===== config.mk =====
export PLATFORM = sky130hd
export DESIGN_NAME = i2c_rd_ctrl
export DESIGN_NICKNAME = d
export VERILOG_FILES = /design/src/i2c_rd_ctrl.v
export VERILOG_INCLUDE_DIRS = /design/src
export SDC_FILE = /design/constraint.sdc
export NUM_CORES = 1
export LEC_CHECK = 0
export ABC_AREA = 1
export BUFFER_PORTS_ARGS = -buffer_cell sky130_fd_sc_hd__buf_2
export CAP_MARGIN = 20
export CORE_MARGIN = 2
export CORE_UTILIZATION = 40
export DETAILED_ROUTE_END_ITERATION = 7
export MAX_ROUTING_LAYER = met4
export PLACE_DENSITY = 0.56
export REMOVE_ABC_BUFFERS = 1
export SETUP_SLACK_MARGIN = 0.1
export SYNTH_ARGS = -nofsm -noshare
export SYNTH_HDL_FRONTEND = slang
export SYNTH_SLANG_ARGS = --single-unit

===== constraint.sdc =====
create_clock -name clk -period 2.9 [get_ports clk]
set_clock_uncertainty 0.15 [all_clocks]
set_input_delay 0.58 -clock clk [delete_from_list [all_inputs] [get_ports clk]]
set_output_delay 0.58 -clock clk [all_outputs]
set_load 0.005 [all_outputs]

===== src/i2c_rd_defs.vh =====
// Constants for the ten-bit read tail of the I2C master.
// Assumes the including module runs on a single 50 MHz system clock.
`ifndef I2C_RD_DEFS_VH
`define I2C_RD_DEFS_VH

// ----------------------------------------------------------------
// Timing
// ----------------------------------------------------------------
`define I2C_CLK_NS 20
`define I2C_SCL_PERIOD_NS 10000
`define I2C_QTR_CYC (`I2C_SCL_PERIOD_NS / (4 * `I2C_CLK_NS))
`define I2C_CNT_W 16

// ----------------------------------------------------------------
// Byte framing
// ----------------------------------------------------------------
`define I2C_TEN_BIT_HDR 5'h1e
`define I2C_READ_BIT 1'b1
`define I2C_LAST_BIT 3'h0
`define I2C_FIRST_BIT 3'h7

// ----------------------------------------------------------------
// Quarter phases of one SCL bit slot
// ----------------------------------------------------------------
`define I2C_Q0 2'h0
`define I2C_Q2 2'h2
`define I2C_Q3 2'h3

// ----------------------------------------------------------------
// Receive buffer
// ----------------------------------------------------------------
`define I2C_BUF_DEPTH 2
`define I2C_BUF_PTR_W 1

`endif


===== src/i2c_rd_ctrl.v =====
// I2C master: repeated START, third address byte and byte reception of a
// ten-bit-address read, with the data register and its receive buffer.
// Assumes software sits on the same clock and pulses its strobes for one
// cycle; the bus pins are open drain and resolved outside this module.
`timescale 1ns/1ps
`include "i2c_rd_defs.vh"

// Function
// - After both address bytes are acknowledged, issue a repeated START.
// - Third address transfer copies the data register into the shift register; the code takes only its bits 2:1.
// - Third address byte is 11110, two address MSBs, then read bit one.
// - Stop bit drives a STOP, then clears stop bit and not-acknowledge flag.
// - Shift in a byte, answer not-acknowledge if control bit set, else acknowledge.
// - Each received byte sets the receive-data-full flag.
// - Software reading the data register clears receive-data-full.
// - After final byte answered with not-acknowledge, raise not-acknowledge flag.
// - Data register holds outgoing byte for writes and received byte for reads.
// - Shift register is internal only, with no software access path.
module i2c_rd_ctrl #(
	parameter QTR_CYC = `I2C_QTR_CYC,
	parameter BUF_DEPTH = `I2C_BUF_DEPTH,
	parameter BUF_PTR_W = `I2C_BUF_PTR_W
) (
	input wire clk,
	input wire rst_b,
	input wire clk_en,
	input wire restart_req,
	input wire stop_set,
	input wire flush_req,
	input wire nak_ctrl,
	input wire txi_clr,
	input wire data_wr,
	input wire [7:0] data_wdata,
	input wire data_rd,
	output wire [7:0] data_rdata,
	output wire stop_flag,
	output wire transmit_interrupt_flag,
	output wire not_ack_interrupt_flag,
	output wire receive_data_full_flag,
	output wire busy,
	input wire scl_i,
	output wire scl_o,
	output wire scl_oe,
	input wire sda_i,
	output wire sda_o,
	output wire sda_oe
);

	localparam [7:0] ST_IDLE = 8'h01;
	localparam [7:0] ST_RS = 8'h02;
	localparam [7:0] ST_ADDR = 8'h04;
	localparam [7:0] ST_AACK = 8'h08;
	localparam [7:0] ST_RXB = 8'h10;
	localparam [7:0] ST_RACK = 8'h20;
	localparam [7:0] ST_HOLD = 8'h40;
	localparam [7:0] ST_STOP = 8'h80;
	localparam [`I2C_CNT_W-1:0] QTR_LAST = QTR_CYC - 1;

	// ----------------------------------------------------------------
	// Pin synchronisers
	// ----------------------------------------------------------------
	// A level counts once the second and third stages agree, which
	// rejects a single-sample glitch on the open-drain lines.
	reg [2:0] scl_s_q;
	reg [2:0] sda_s_q;
	reg scl_f_q;
	reg sda_f_q;

	always @(posedge clk or negedge rst_b) begin
		if (!rst_b) begin
			scl_s_q <= 3'h7;
			sda_s_q <= 3'h7;
			scl_f_q <= 1'b1;
			sda_f_q <= 1'b1;
		end else if (clk_en) begin
			scl_s_q <= {scl_s_q[1:0], scl_i};
			sda_s_q <= {sda_s_q[1:0], sda_i};
			if (scl_s_q[1] == scl_s_q[2])
				scl_f_q <= scl_s_q[2];
			if (sda_s_q[1] == sda_s_q[2])
				sda_f_q <= sda_s_q[2];
		end
	end

	// ----------------------------------------------------------------
	// Receive buffer
	// ----------------------------------------------------------------
	reg [7:0] buf_mem [0:BUF_DEPTH-1];
	reg [BUF_PTR_W-1:0] buf_wp_q;
	reg [BUF_PTR_W-1:0] buf_rp_q;
	reg [BUF_PTR_W:0] buf_cnt_q;
	reg receive_data_full_flag_q;
	wire buf_in_valid;
	wire [7:0] buf_in_data;
	wire buf_in_ready = (buf_cnt_q != BUF_DEPTH);
	wire buf_out_valid = (buf_cnt_q != {(BUF_PTR_W+1){1'b0}});
	wire buf_out_ready = !receive_data_full_flag_q;
	wire buf_push = buf_in_valid && buf_in_ready;
	wire buf_pop = buf_out_valid && buf_out_ready;

	function [BUF_PTR_W-1:0] ptr_inc;
		input [BUF_PTR_W-1:0] p;
		begin
			if (p == BUF_DEPTH - 1)
				ptr_inc = {BUF_PTR_W{1'b0}};
			else
				ptr_inc = p + 1'b1;
		end
	endfunction

	always @(posedge clk) begin
		if (clk_en && buf_push)
			buf_mem[buf_wp_q] <= buf_in_data;
	end

	always @(posedge clk or negedge rst_b) begin
		if (!rst_b) begin
			buf_wp_q <= {BUF_PTR_W{1'b0}};
			buf_rp_q <= {BUF_PTR_W{1'b0}};
			buf_cnt_q <= {(BUF_PTR_W+1){1'b0}};
		end else if (clk_en) begin
			if (flush_req) begin
				buf_wp_q <= {BUF_PTR_W{1'b0}};
				buf_rp_q <= {BUF_PTR_W{1'b0}};
				buf_cnt_q <= {(BUF_PTR_W+1){1'b0}};
			end else begin
				if (buf_push)
					buf_wp_q <= ptr_inc(buf_wp_q);
				if (buf_pop)
					buf_rp_q <= ptr_inc(buf_rp_q);
				if (buf_push && !buf_pop)
					buf_cnt_q <= buf_cnt_q + 1'b1;
				else if (buf_pop && !buf_push)
					buf_cnt_q <= buf_cnt_q - 1'b1;
			end
		end
	end

	// ----------------------------------------------------------------
	// Bit slot timing
	// ----------------------------------------------------------------
	reg [7:0] state_q;
	reg [7:0] state_d;
	reg [1:0] qtr_q;
	reg [`I2C_CNT_W-1:0] cnt_q;
	reg [2:0] bit_q;
	reg [7:0] sh_q;
	reg nak_sent_q;
	reg [7:0] data_q;
	reg txi_q;
	reg nck_q;
	reg stop_q;
	reg rx_more_q;
	reg scl_oe_q;
	reg sda_oe_q;
	reg scl_oe_d;
	reg sda_oe_d;

	wire timed = !(state_q == ST_IDLE || state_q == ST_HOLD);
	// A slave stretching SCL holds the first high quarter until it lets go.
	wire stretch = (qtr_q == `I2C_Q2) && !scl_f_q;
	wire tick = timed && (cnt_q == QTR_LAST) && !stretch;
	wire slot_end = tick && (qtr_q == `I2C_Q3);
	wire [7:0] rx_byte = {sh_q[6:0], sda_f_q};

	assign buf_in_valid = (state_q == ST_RXB) && slot_end && (bit_q == `I2C_LAST_BIT);
	assign buf_in_data = rx_byte;

	// ----------------------------------------------------------------
	// Sequencer
	// ----------------------------------------------------------------
	always @* begin
		state_d = state_q;
		case (state_q)
		ST_IDLE: begin
			if (restart_req)
				state_d = ST_RS;
		end
		ST_RS: begin
			if (slot_end)
				state_d = ST_ADDR;
		end
		ST_ADDR: begin
			if (slot_end && bit_q == `I2C_LAST_BIT)
				state_d = ST_AACK;
		end
		ST_AACK: begin
			if (slot_end) begin
				if (!sda_f_q && buf_in_ready)
					state_d = ST_RXB;
				else
					state_d = ST_HOLD;
			end
		end
		ST_RXB: begin
			if (slot_end && bit_q == `I2C_LAST_BIT)
				state_d = ST_RACK;
		end
		ST_RACK: begin
			if (slot_end) begin
				if (!nak_sent_q && buf_in_ready)
					state_d = ST_RXB;
				else
					state_d = ST_HOLD;
			end
		end
		ST_HOLD: begin
			if (stop_q)
				state_d = ST_STOP;
			else if (restart_req)
				state_d = ST_RS;
			else if (rx_more_q && buf_in_ready)
				state_d = ST_RXB;
		end
		ST_STOP: begin
			if (slot_end)
				state_d = ST_IDLE;
		end
		default: begin
			state_d = ST_IDLE;
		end
		endcase
	end

	// SCL is low in the first half of every address, data and acknowledge slot and released in the
	// second; SDA only moves while SCL is low except for START and STOP.
	// SDA waits one quarter after SCL falls so it never moves on that edge,
	// and START and STOP wait out a slave that stretches SCL.
	always @* begin
		scl_oe_d = 1'b0;
		sda_oe_d = 1'b0;
		case (state_q)
		ST_RS: begin
			scl_oe_d = (qtr_q == `I2C_Q0) || (qtr_q == `I2C_Q3);
			sda_oe_d = qtr_q[1] && !stretch;
		end
		ST_ADDR: begin
			scl_oe_d = !qtr_q[1];
			sda_oe_d = (qtr_q == `I2C_Q0) ? sda_oe_q : !sh_q[7];
		end
		ST_AACK: begin
			scl_oe_d = !qtr_q[1];
			sda_oe_d = (qtr_q == `I2C_Q0) && sda_oe_q;
		end
		ST_RXB: begin
			scl_oe_d = !qtr_q[1];
			sda_oe_d = (qtr_q == `I2C_Q0) && sda_oe_q;
		end
		ST_RACK: begin
			scl_oe_d = !qtr_q[1];
			sda_oe_d = (qtr_q == `I2C_Q0) ? sda_oe_q : !nak_sent_q;
		end
		ST_HOLD: begin
			scl_oe_d = 1'b1;
			sda_oe_d = sda_oe_q || !scl_f_q;
		end
		ST_STOP: begin
			scl_oe_d = (qtr_q == `I2C_Q0);
			sda_oe_d = !qtr_q[1] || stretch;
		end
		default: begin
			scl_oe_d = 1'b0;
			sda_oe_d = 1'b0;
		end
		endcase
	end

	always @(posedge clk or negedge rst_b) begin
		if (!rst_b) begin
			state_q <= ST_IDLE;
			qtr_q <= `I2C_Q0;
			cnt_q <= {`I2C_CNT_W{1'b0}};
			bit_q <= `I2C_FIRST_BIT;
			sh_q <= 8'h00;
			nak_sent_q <= 1'b0;
			rx_more_q <= 1'b0;
			scl_oe_q <= 1'b0;
			sda_oe_q <= 1'b0;
		end else if (clk_en) begin
			state_q <= state_d;
			scl_oe_q <= scl_oe_d;
			sda_oe_q <= sda_oe_d;
			if (state_d != state_q || !timed) begin
				qtr_q <= `I2C_Q0;
				cnt_q <= {`I2C_CNT_W{1'b0}};
			end else if (tick) begin
				qtr_q <= qtr_q + 1'b1;
				cnt_q <= {`I2C_CNT_W{1'b0}};
			end else if (!stretch) begin
				cnt_q <= cnt_q + 1'b1;
			end
			if (state_q == ST_RS && slot_end) begin
				sh_q <= {`I2C_TEN_BIT_HDR, data_q[2:1], `I2C_READ_BIT};
				bit_q <= `I2C_FIRST_BIT;
			end else if ((state_q == ST_ADDR || state_q == ST_RXB) && slot_end) begin
				sh_q <= (state_q == ST_ADDR) ? {sh_q[6:0], 1'b0} : rx_byte;
				bit_q <= bit_q - 1'b1;
			end
			if (state_q == ST_RXB && slot_end && bit_q == `I2C_LAST_BIT)
				nak_sent_q <= nak_ctrl;
			if (state_d == ST_RXB || (state_q == ST_AACK && slot_end && !sda_f_q))
				rx_more_q <= 1'b1;
			else if (state_d == ST_IDLE || state_d == ST_RS || nck_q)
				rx_more_q <= 1'b0;
			// A NAK either way must end reception before HOLD can resume it.
			if (slot_end && ((state_q == ST_AACK && sda_f_q) ||
					(state_q == ST_RACK && nak_sent_q)))
				rx_more_q <= 1'b0;
		end
	end

	// ----------------------------------------------------------------
	// Software-visible flags and data register
	// ----------------------------------------------------------------
	// Every hardware set below takes priority over a clear in the same cycle.
	wire nck_set = slot_end && ((state_q == ST_AACK && sda_f_q) || (state_q == ST_RACK && nak_sent_q));
	wire stop_done = state_q == ST_STOP && slot_end;
	wire txi_set = state_q == ST_RS && slot_end;

	always @(posedge clk or negedge rst_b) begin
		if (!rst_b) begin
			data_q <= 8'h00;
			receive_data_full_flag_q <= 1'b0;
			txi_q <= 1'b0;
			nck_q <= 1'b0;
			stop_q <= 1'b0;
		end else if (clk_en) begin
			if (buf_pop)
				data_q <= buf_mem[buf_rp_q];
			else if (data_wr)
				data_q <= data_wdata;
			if (buf_pop)
				receive_data_full_flag_q <= 1'b1;
			else if (data_rd || flush_req)
				receive_data_full_flag_q <= 1'b0;
			if (txi_set)
				txi_q <= 1'b1;
			else if (txi_clr || data_wr)
				txi_q <= 1'b0;
			if (nck_set)
				nck_q <= 1'b1;
			else if (stop_done || (state_q == ST_IDLE && stop_q))
				nck_q <= 1'b0;
			if (stop_set)
				stop_q <= 1'b1;
			else if (stop_done || state_q == ST_IDLE)
				stop_q <= 1'b0;
		end
	end

	assign data_rdata = data_q;
	assign stop_flag = stop_q;
	assign transmit_interrupt_flag = txi_q;
	assign not_ack_interrupt_flag = nck_q;
	assign receive_data_full_flag = receive_data_full_flag_q;
	assign busy = (state_q != ST_IDLE);
	assign scl_o = 1'b0;
	assign sda_o = 1'b0;
	assign scl_oe = scl_oe_q;
	assign sda_oe = sda_oe_q;

endmodule // i2c_rd_ctrl


# Word-level counts from Yosys, hierarchy flattened
# Memory sizes are Yosys's and may differ from the RTL's.
# Cells that the tools add are included.
# word_totals
mem_count,1
output_inout_bits,17
elab_cells,184
ram_bits,16
input_bits,20
regBits,65
# memory_table
name,depth,word_bits,read_ports,rd_clocked_by_memory_dff,wr,line_no,text
buf_mem,2,8,1,0,1,i2c_rd_ctrl.v:88,reg [7:0] buf_mem [0:BUF_DEPTH-1];
# classes
reduce_logical,82
mux,51
add_sub_neg,7
eq_ne,22
# ops
op,n
$mux 8,14
$pmux 8 s8,1
$mux 16,3
$reduce_and 2->1,15
$logic_and 1x1->1,26
$mux 1,22
$reduce_bool 2->1,10
$add 16x1->16 const B,1
$eq 16x7->1 const B,1
$eq 8x1->1 const B,2
$eq 8x2->1 const B,2
$eq 8x5->1 const B,2
$logic_or 1x1->1,14
$mux 7,2
$logic_not 1->1,10
$mux 2,5
$eq 8x3->1 const B,1
$eq 8x4->1 const B,1
$eq 8x6->1 const B,1
$eq 8x7->1 const B,1
$eq 8x8->1 const B,1
$ne 8x1->1 const B,1
$ne 8x8->1,1
$mux 3,2
other kinds (16),23

# Logic depth before layout (Yosys ltp)
# Gate-level depths: netlist (run 1).
# depth
depth_word,15
mapped_depth,15
mapped_depth_nobuf,15

# Worst setup path before layout (run 1)
# Ideal clock, no wire load.
# synth_timing
kind,reg-to-reg
start,register qtr_q[1]
end,"memory buf_mem[1][0], enable pin"
n_path_buf,0
stages_incl_launch_ff,9
slack_ns,0.651
period_less_slack_ns,2.249
required_time_ns,2.380
arrival_time_ns,1.728
setup_ns,0.370
path_cell_list,dfrtp_1 ha_1 nand2_2 nand4_1 nor2_1 nand4_1 nor2_1 nand3_1 nor2_1
# synth_between
elab_chain_cells,11
elab_cells_between_ends,12
classes_between,eq/ne (2); mux (2); reduce/logical (8)
# synth_lines
element,line_no,text
from (decl),i2c_rd_ctrl.v:144,reg [1:0] qtr_q;
from (signal assigned),i2c_rd_ctrl.v:271,qtr_q <= `I2C_Q0;
from (signal assigned),i2c_rd_ctrl.v:284,qtr_q <= `I2C_Q0;
from (signal assigned),i2c_rd_ctrl.v:287,qtr_q <= qtr_q + 1'b1;
$eq 2x2->1 (no line),-,
$logic_and 1x1->1,i2c_rd_ctrl.v:161,wire stretch = (qtr_q == `I2C_Q2) && !scl_f_q;
$logic_not 1->1,-,
$logic_and 1x1->1,i2c_rd_ctrl.v:162,wire tick = timed && (cnt_q == QTR_LAST) && !stretch;
$logic_and 1x1->1 *,i2c_rd_ctrl.v:163,wire slot_end = tick && (qtr_q == `I2C_Q3);
$logic_and 1x1->1 * (2 in a row),i2c_rd_ctrl.v:166,assign buf_in_valid = (state_q == ST_RXB) && slot_end && (bit_q == `I2C_LAST_BIT);
$logic_and 1x1->1 *,i2c_rd_ctrl.v:98,wire buf_push = buf_in_valid && buf_in_ready;
$logic_and 1x1->1 *,i2c_rd_ctrl.v:112,if (clk_en && buf_push)
$mux 1 *,i2c_rd_ctrl.v:112,
$mux 1 (implied by the code) *,i2c_rd_ctrl.v:113,buf_mem[buf_wp_q] <= buf_in_data;
to (decl),i2c_rd_ctrl.v:88,
# Mark *: on every way between the ends. The rest lies on a longest branch, timed or not.

# Worst setup path in the final report (run 1)
# layout_timing
start,register qtr_q[1]
end,register cnt_q[15]
# layout_between
elab_chain_cells,12
elab_cells_between_ends,20
classes_between,eq/ne (4); mux (9); reduce/logical (7)
# layout_lines
element,line_no,text
$eq 2x2->1 (no line),-,
$logic_and 1x1->1,i2c_rd_ctrl.v:161,
$logic_not 1->1,-,
$logic_and 1x1->1,i2c_rd_ctrl.v:162,
$logic_and 1x1->1,i2c_rd_ctrl.v:163,
$logic_and 1x1->1 (no line),-,
$mux 8 (on tied branches),"i2c_rd_ctrl.v:196, i2c_rd_ctrl.v:184",
$pmux 8 s8,i2c_rd_ctrl.v:174,case (state_q)
$ne 8x8->1,i2c_rd_ctrl.v:283,if (state_d != state_q || !timed) begin
$logic_or 1x1->1,i2c_rd_ctrl.v:283,
$ne 3x1->1 (no line),-,
$reduce_and 2->1 (no line),-,
to (signal assigned),i2c_rd_ctrl.v:285,cnt_q <= {`I2C_CNT_W{1'b0}};
to (signal assigned),i2c_rd_ctrl.v:288,cnt_q <= {`I2C_CNT_W{1'b0}};
to (signal assigned),i2c_rd_ctrl.v:290,cnt_q <= cnt_q + 1'b1;
to (decl),i2c_rd_ctrl.v:145,reg [`I2C_CNT_W-1:0] cnt_q;
# Several ways; a longest one is shown, not always the timed one.
# A chain may end at the register's enable or synchronous reset.

==> results of run 1 <==
[power breakdown]
| part | switching, mW | internal [mW] |
|---|---|---|
| combinational | 0.435 | 0.279 |
| clock | 0.471 | 0.414 |
| sequential | 0.108 | 1.30 |
| total | 1.01 | 2.00 |
[final timing paths]
kind | from | to | slack, ns | cells past startpoint
max reg2reg | qtr_q[1]$_DFFE_PN0P_ | cnt_q[15]$_DFFE_PN0P_ | 0.40 | 12
max | qtr_q[1]$_DFFE_PN0P_ | cnt_q[15]$_DFFE_PN0P_ | 0.40 | 12
min in group clk | stop_set | stop_flag$_DFFE_PN0P_ | 0.27 | 3
min | rst_b | data_rdata[5]$_DFFE_PN0P_ | 0.06 | 2
min reg2reg | scl_s_q[0]$_DFFE_PN1P_ | scl_s_q[0]$_DFFE_PN1P_ | 0.32 | 2
max in group asynchronous | rst_b | scl_s_q[0]$_DFFE_PN1P_ | 2.19 | 2
[cells in the mapped netlist (all sizes together)]
library cell	instances
nand2	130
inv	71
nor2	66
o21ai	54
dfrtp	53
nand3	33
nand4	22
edfxtp	16
a21oi	12
dfstp	12
o211ai	11
a31oi	10
buf	8
clkbuf	7
ha	7
or2	7
xor2	7
nor3	4
o22ai	4
a41oi	2
xnor2	2
a211oi	1
a22oi	1
conb	1
nand3b	1
nor4	1
o21bai	1
o41ai	1
[metal layers]
| layer | track usage [%] | vias up |
|---|---|---|
| li1 | - | 1879 |
| met1 | 22.72 | 1721 |
| met2 | 28.62 | 95 |
| met3 | 4.683 | 12 |
| met4 | 4.882 | 0 |
| met5 | - | - |
[metrics by stage]
stage	hold slack, ns	util (%)
2_1_floorplan	0.1344	-
3_3_place_gp	0.3030	44.14
3_5_place_dp	0.3071	44.14
4_1_cts	0.07058	46.03
5_1_grt	0.06428	46.03
6_report	0.05915	46.03
[cell families (layout without fill, tap and decap cells)]
family,after synthesis,count (layout),synth area share (%)
DFF,81,81,47.59
other,1,2,0.08409
AOI/OAI and AO/OA,97,97,12.65
and+or+nand+nor,264,264,27.81
buffers and inverters,86,129,8.137
adders and majority gates,7,7,1.964
xor gates and xnor gates,9,9,1.768
[flip-flops by register name, indices dropped and copies added (netlist names), 2 cells and up]
register    count
sh_q            8
buf_cnt_q       2
data_rdata      8
cnt_q          16
state_q         8
qtr_q           2
bit_q           3
buf_mem        16
sda_s_q         3
scl_s_q         3
[cell type report]
type | instances | area [µm²] | area share (%)
clock buffer | 9 | 123.9 | 2.482
clock inverter | 7 | 81.33 | 1.630
inverter | 71 | 266.5 | 5.341
multi-input combinational | 379 | 1978 | 39.64
sequential | 81 | 2122 | 42.53
tap | 140 | 175.2 | 3.511
timing repair buffer | 42 | 242.7 | 4.865
[cell usage in the layout, fill, tap and decap left out, types with 2 or more instances in the layout]
| cell type | count |
|---|---|
| or2_2 | 7 |
| conb_1 | 2 |
| nor3_1 | 3 |
| ha_1 | 7 |
| inv_2 | 5 |
| edfxtp_1 | 16 |
| dfrtp_1 | 53 |
| a21oi_1 | 12 |
| a41oi_1 | 2 |
| nand3_1 | 31 |
| o21ai_1 | 18 |
| nand4_1 | 19 |
| buf_4 | 7 |
| xor2_1 | 7 |
| nor2_4 | 6 |
| nor2_2 | 7 |
| nor2_1 | 53 |
| o21ai_0 | 34 |
| nand2_2 | 5 |
| clkbuf_8 | 9 |
| dfstp_2 | 12 |
| nand2_1 | 124 |
| o22ai_1 | 4 |
| xnor2_1 | 2 |
| buf_2 | 34 |
| nand4_2 | 3 |
| inv_6 | 5 |
| a31oi_1 | 10 |
| inv_1 | 66 |
| o211ai_1 | 11 |
==> key figures, run 1 <==
Status
  – Outcome: complete, no violations

Place
  – DP HPWL: between 6000 and 7000 µm
  – Placed cell areas: 4785 µm²
  – Worst slack, placed: 0.4150 ns
  – Post-Place Cells: 713
  – Port bufs: 34
  – Gp weighted congestion: 0.8926

GRT
  – Antenna violations before repair: 0
  – Total track usage: about 18%
  – GR Overflow Total: 0
  – Vias in the first global route: 3427
  – Global-route wire length before repair: 16300 µm
  – Largest net degree at the start of global routing: 66

Floorplanning
  – Num ports: 37
  – Die Wd: 109.6 µm
  – Core area: roughly 11000 µm²
  – Die ar.: 12010 µm²
  – Die Y: about 110 µm
  – Starting Density: 41.14%
  – # rows: 38

Critical path
  – CP Buf/Inv Count: 1
  – CP Capture Type: register
  – Top delay family on crit path: simple AND/OR/NAND/NOR gates
  – CP peak stage delay: ~0.45 ns
  – CP max FO: 32
  – Most frequent CP cell: nand2_2
  – Worst EP arrival: ~2.6 ns
  – Crit path required time: between 2 and 3 ns
  – CP Cell Sequence: ha_1, nand2_2, nand4_1, nor2_2, nand3_4, o21ai_2, nand3_2, nand2_2, o21ai_4, buf_4, nand2_1, o21ai_1
  – Setup CP Type: register to register
  – Worst setup SP type: register
  – CP max stage cell: dfrtp_1

Route
  – Initial DRC Count: 303
  – Wire length per cell: 13.09 µm
  – Met2 routed WL: 4446 µm
  – Routed vias/inst: 5.085
  – Antenna-violating nets left: 0
  – DR pass1 iterations: 5
  – Metal3 WL: 421 µm
  – Via count: 3707
  – M1 WL: between 4000 and 5000 µm
  – DRT Wirelength: 9542 µm
  – DRC Markers: 0
  – Highest routed layer: met4

CTS
  – CTS tree: built
  – Clk pin slew, worst setup/hold paths: 0.09 ns
  – Cts hold-fix bufs: 0
  – Clock sinks: 81
  – # resized after CTS: 0
  – Clk_lat worst skew: between 0.3 and 0.4 ns
  – Post-CTS Setup Bufs: 0
  – Root Driver: clkbuf_8
  – CTS Buffer Depth: 2
  – TritonCTS Buffers: 9
  – Htree depth: 3

Pwr
  – Static leakage: 2.330 nW
  – VDD IR max: 300.0 µV
  – Power, Total: 3.011 mW
  – Pwr Density: ~600 nW/µm²

Cells and area
  – Layout cells sized above 1: 18.51%
  – Finished Cell Area: 4990 µm²
  – Fillers: 1064
  – Final net count: 611
  – Area grow syn2layout: 11.90%
  – Non-filler instance count after layout: 729
  – Ant. Diodes: 0

Timing
  – Final period utilization: 86.08%
  – FMAX: around 400 MHz
  – RSZ-0062 raised after global routing: no
  – Least-Margin Pin Slew: 0.5438 ns
  – Final worst slack: 0.4035 ns
  – Final number of setup-violating endpoints: 0
  – Final hold violations: 0
  – Slew headroom: 63.71%
  – Slew Viols, Final: 0
  – Setup Total Neg Slack: 0 ns
  – Fin crit period: 2.496 ns

Yosys
  – Top post-synthesis cells by area: dfrtp_1 (30%), edfxtp_1 (11%), nand2_1 (10%)
  – Top cell type's share of synthesized area: around 30%
  – Post-Syn Area: 4459 µm²
  – Post-synthesis sequential area ratio: a little under half
  – Mapped Avg Cell Area: 8.182 µm²
  – Yosys Warn Count: 0
  – Number of synthesized register bits: 81
  – Syn Inst Count: 545
  – Area leader, netlist: dfrtp_1
  – Yosys cell types: 42

Min path
  – Worst Hold Class: primary input to async pin

Flow run
  – Total of max-cap violations: 0
(Power assumes the default switching activity.)
==> run 2, diff against run 1 <==
==> constraint.sdc (replaced) <==
create_clock -name clk -period 2.85 [get_ports clk]
set_clock_uncertainty 0.15 [all_clocks]
set_input_delay 0.57 -clock clk [delete_from_list [all_inputs] [get_ports clk]]
set_output_delay 0.57 -clock clk [all_outputs]
set_load 0.005 [all_outputs]
==> run 2 against run 1 <==
Die area unchanged. Final area up 0.63%. Clock-buffer cell count unchanged. Critical path type unchanged. Critical path depth up 1. Worst hold slack worse by 0.0087 ns. Setup slack worse by 0.074 ns. Wire length up 1.4%. Register-to-register slack worse by 0.07 ns. Clock power up 11%. Cell count unchanged. Sequential share of layout area down 0.26 points.
==> key figures, run 2 (synthesized netlist as in run 1, its figures left out) <==
Timing
  – RSZ-0062 raised after global routing: no
  – FMAX: 396.7 MHz (-0.96%)
  – Fin crit period: 2.521 ns (+0.02410 ns)
  – Final number of setup-violating endpoints: 0 (unchanged)
  – Final worst slack: 0.3294 ns (-0.07410 ns)
  – Setup Total Neg Slack: 0 ns (unchanged)
  – Slew Viols, Final: 0 (unchanged)
  – Final hold slack: 0.05048 ns (-0.008671 ns)
  – Least-Margin Pin Slew: 0.5279 ns (-0.01594 ns)
  – Final hold violations: 0 (unchanged)
  – Final period utilization: 88.44% (+2.4 points)
  – Slew headroom: 64.77% (+1.1 points)

Pwr
  – VDD IR max: 350.3 µV (+17%)
  – Pwr Density: 628.5 nW/µm² (+4.2%)
  – Static leakage: 2.343 nW (+0.55%)

Critical path
  – CP max stage cell: dfrtp_1
  – Crit path required time: 2.94 ns (-0.05 ns)
  – Worst reg-to-reg path cell count: 13 (+1)
  – Setup CP Type: register to register
  – Worst R2R Start: qtr_q[0]$_DFFE_PN0P_
  – CP peak stage delay: 0.38 ns (-0.07 ns)
  – Crit. Startpoint: qtr_q[0]$_DFFE_PN0P_
  – Top delay family on crit path: simple AND/OR/NAND/NOR gates
  – R2r endpoint: cnt_q[14]$_DFFE_PN0P_
  – CP Capture Type: register
  – FF-to-FF setup slack: 0.33 ns (-0.07 ns)
  – Worst Setup EP: cnt_q[14]$_DFFE_PN0P_
  – Worst EP arrival: 2.61 ns (+0.02 ns)
  – CP Cell Sequence: inv_1, ha_1, nand2_2, nand4_1, nor2_4, nand4_1, nand2_1, nand3_2, nand2_2, o21ai_4, buf_4, nand2_1, o21ai_1
  – CP Buf/Inv Count: 2 (+1)
  – Worst setup SP type: register
  – WP depth: 13 (+1)
  – CP max FO: 32 (unchanged)

Route
  – Met2 routed WL: 4551 µm (+2.4%)
  – Antenna-violating nets left: 0 (unchanged)
  – Via count: 3636 (-1.9%)
  – M1 WL: 4541 µm (+0.11%)
  – Routed vias/inst: 4.988 (-1.9%)
  – DR pass1 iterations: 5 (unchanged)
  – Wire length per cell: 13.27 µm (+1.4%)
  – DRT Wirelength: 9676 µm (+1.4%)
  – Highest routed layer: met4
  – DRC Markers: 0 (unchanged)
  – Metal3 WL: 423 µm (+0.48%)
  – Initial DRC Count: 338 (+12%)

Place
  – Placed cell areas: 4785 µm² (unchanged)
  – Gp weighted congestion: 0.8979 (+0.59%)
  – Worst slack, placed: 0.3318 ns (-0.08318 ns)
  – DP HPWL: 6907 µm (+1.1%)
  – Port bufs: 34 (unchanged)

Floorplanning
  – Starting Density: 41.14% (unchanged)
  – Die Wd: 109.6 µm (unchanged)
  – Die Y: 109.6 µm (unchanged)
  – Num ports: 37 (unchanged)
  – Core area: 10840 µm² (unchanged)
  – Die ar.: 12010 µm² (unchanged)
  – # rows: 38 (unchanged)

CTS
  – Clk_lat worst skew: 0.36 ns (about the same)
  – Root Driver: clkbuf_8
  – Clk pin slew, worst setup/hold paths: 0.09 ns (about the same)
  – CTS Buffer Depth: 2 (unchanged)
  – CTS tree: built
  – Htree depth: 3 (unchanged)
  – Clock sinks: 81 (unchanged)
  – TritonCTS Buffers: 9 (unchanged)

Cells and area
  – Final core occ: 46.32% (+0.29 points)
  – Finished Cell Area: 5021 µm² (+0.63%)
  – Regs by FF count: buf_mem: 16 flops, cnt_q: 16 flops
  – Ant. Diodes: 0 (unchanged)
  – Layout cells sized above 1: 18.51% (unchanged)
  – Area grow syn2layout: 12.60%
  – Commonest cells after routing, fill and taps aside: nand2_1 (124), inv_1 (66), nor2_1 (53), dfrtp_1 (53)
  – Final net count: 611 (unchanged)
  – Most common cell after layout, fill and taps aside: nand2_1
  – Fillers: 1066 (+0.19%)

GRT
  – Vias in the first global route: 3467 (+1.2%)
  – Largest net degree at the start of global routing: 66 (unchanged)
  – Antenna violations before repair: 0 (unchanged)
  – Global-route wire length before repair: 16240 µm (-0.34%)
  – Total track usage: 17.72% (-0.23 points)
  – GR Overflow Total: 0 (unchanged)

Flow run
  – Total of max-cap violations: 0 (unchanged)

Status
  – Outcome: complete, no violations

Min path
  – Worst Hold Class: primary input to async pin
run 2: through the flow:
step           std cells  total power [mW]
6_report             729             3.156
4_1_cts              729             3.201
2_1_floorplan        531             1.913
3_5_place_dp         713             2.202
5_1_grt              729             3.375
3_3_place_gp         713             2.191
run 2: report_power, final:
part | internal (mW) | leakage, nW | switching, mW
Sequential | 1.33 | 0.950 | 0.111
Clock | 0.512 | 0.114 | 0.471
Combinational | 0.284 | 1.28 | 0.451
run 2: metal layers:
layer  track usage [%]  vias up
li1                  -     1877
met5                 -        -
met1             22.59     1665
met3             4.327       16
met4             5.425        0
met2             27.95       78
run 2: cell type report:
class	instances	area, µm²	area share [%]
well taps	140	175.2	3.489
clock buffers	9	123.9	2.467
clock inverters	7	107.6	2.143
repair buffers	42	242.7	4.834
multi-input cells	379	1983	39.50
flip-flops and latches	81	2122	42.26
inverters	71	266.5	5.308
run 2: worst min-delay path by stage:
stage / slack [ns] / cells after the start / startpoint / to
floorplan: 0.12 / 0 / rst_b / buf_cnt_q[0]$_DFFE_PN0P_
global placement: 0.30 / 2 / scl_s_q[0]$_DFFE_PN1P_ / scl_s_q[0]$_DFFE_PN1P_
detailed placement: 0.30 / 0 / sh_q[1]$_DFFE_PN0P_ / buf_mem[1][2]$_DFFE_PP_
CTS: 0.06 / 2 / rst_b / data_rdata[5]$_DFFE_PN0P_
global route: 0.06 / 2 / rst_b / data_rdata[5]$_DFFE_PN0P_
finish: 0.05 / 2 / rst_b / data_rdata[3]$_DFFE_PN0P_
run 2: timing repair:
item                       CTS  global route
setup buffers                0             0
gates resized for setup      0             1
hold buffers                 0             0
setup endpoints to repair    0            15
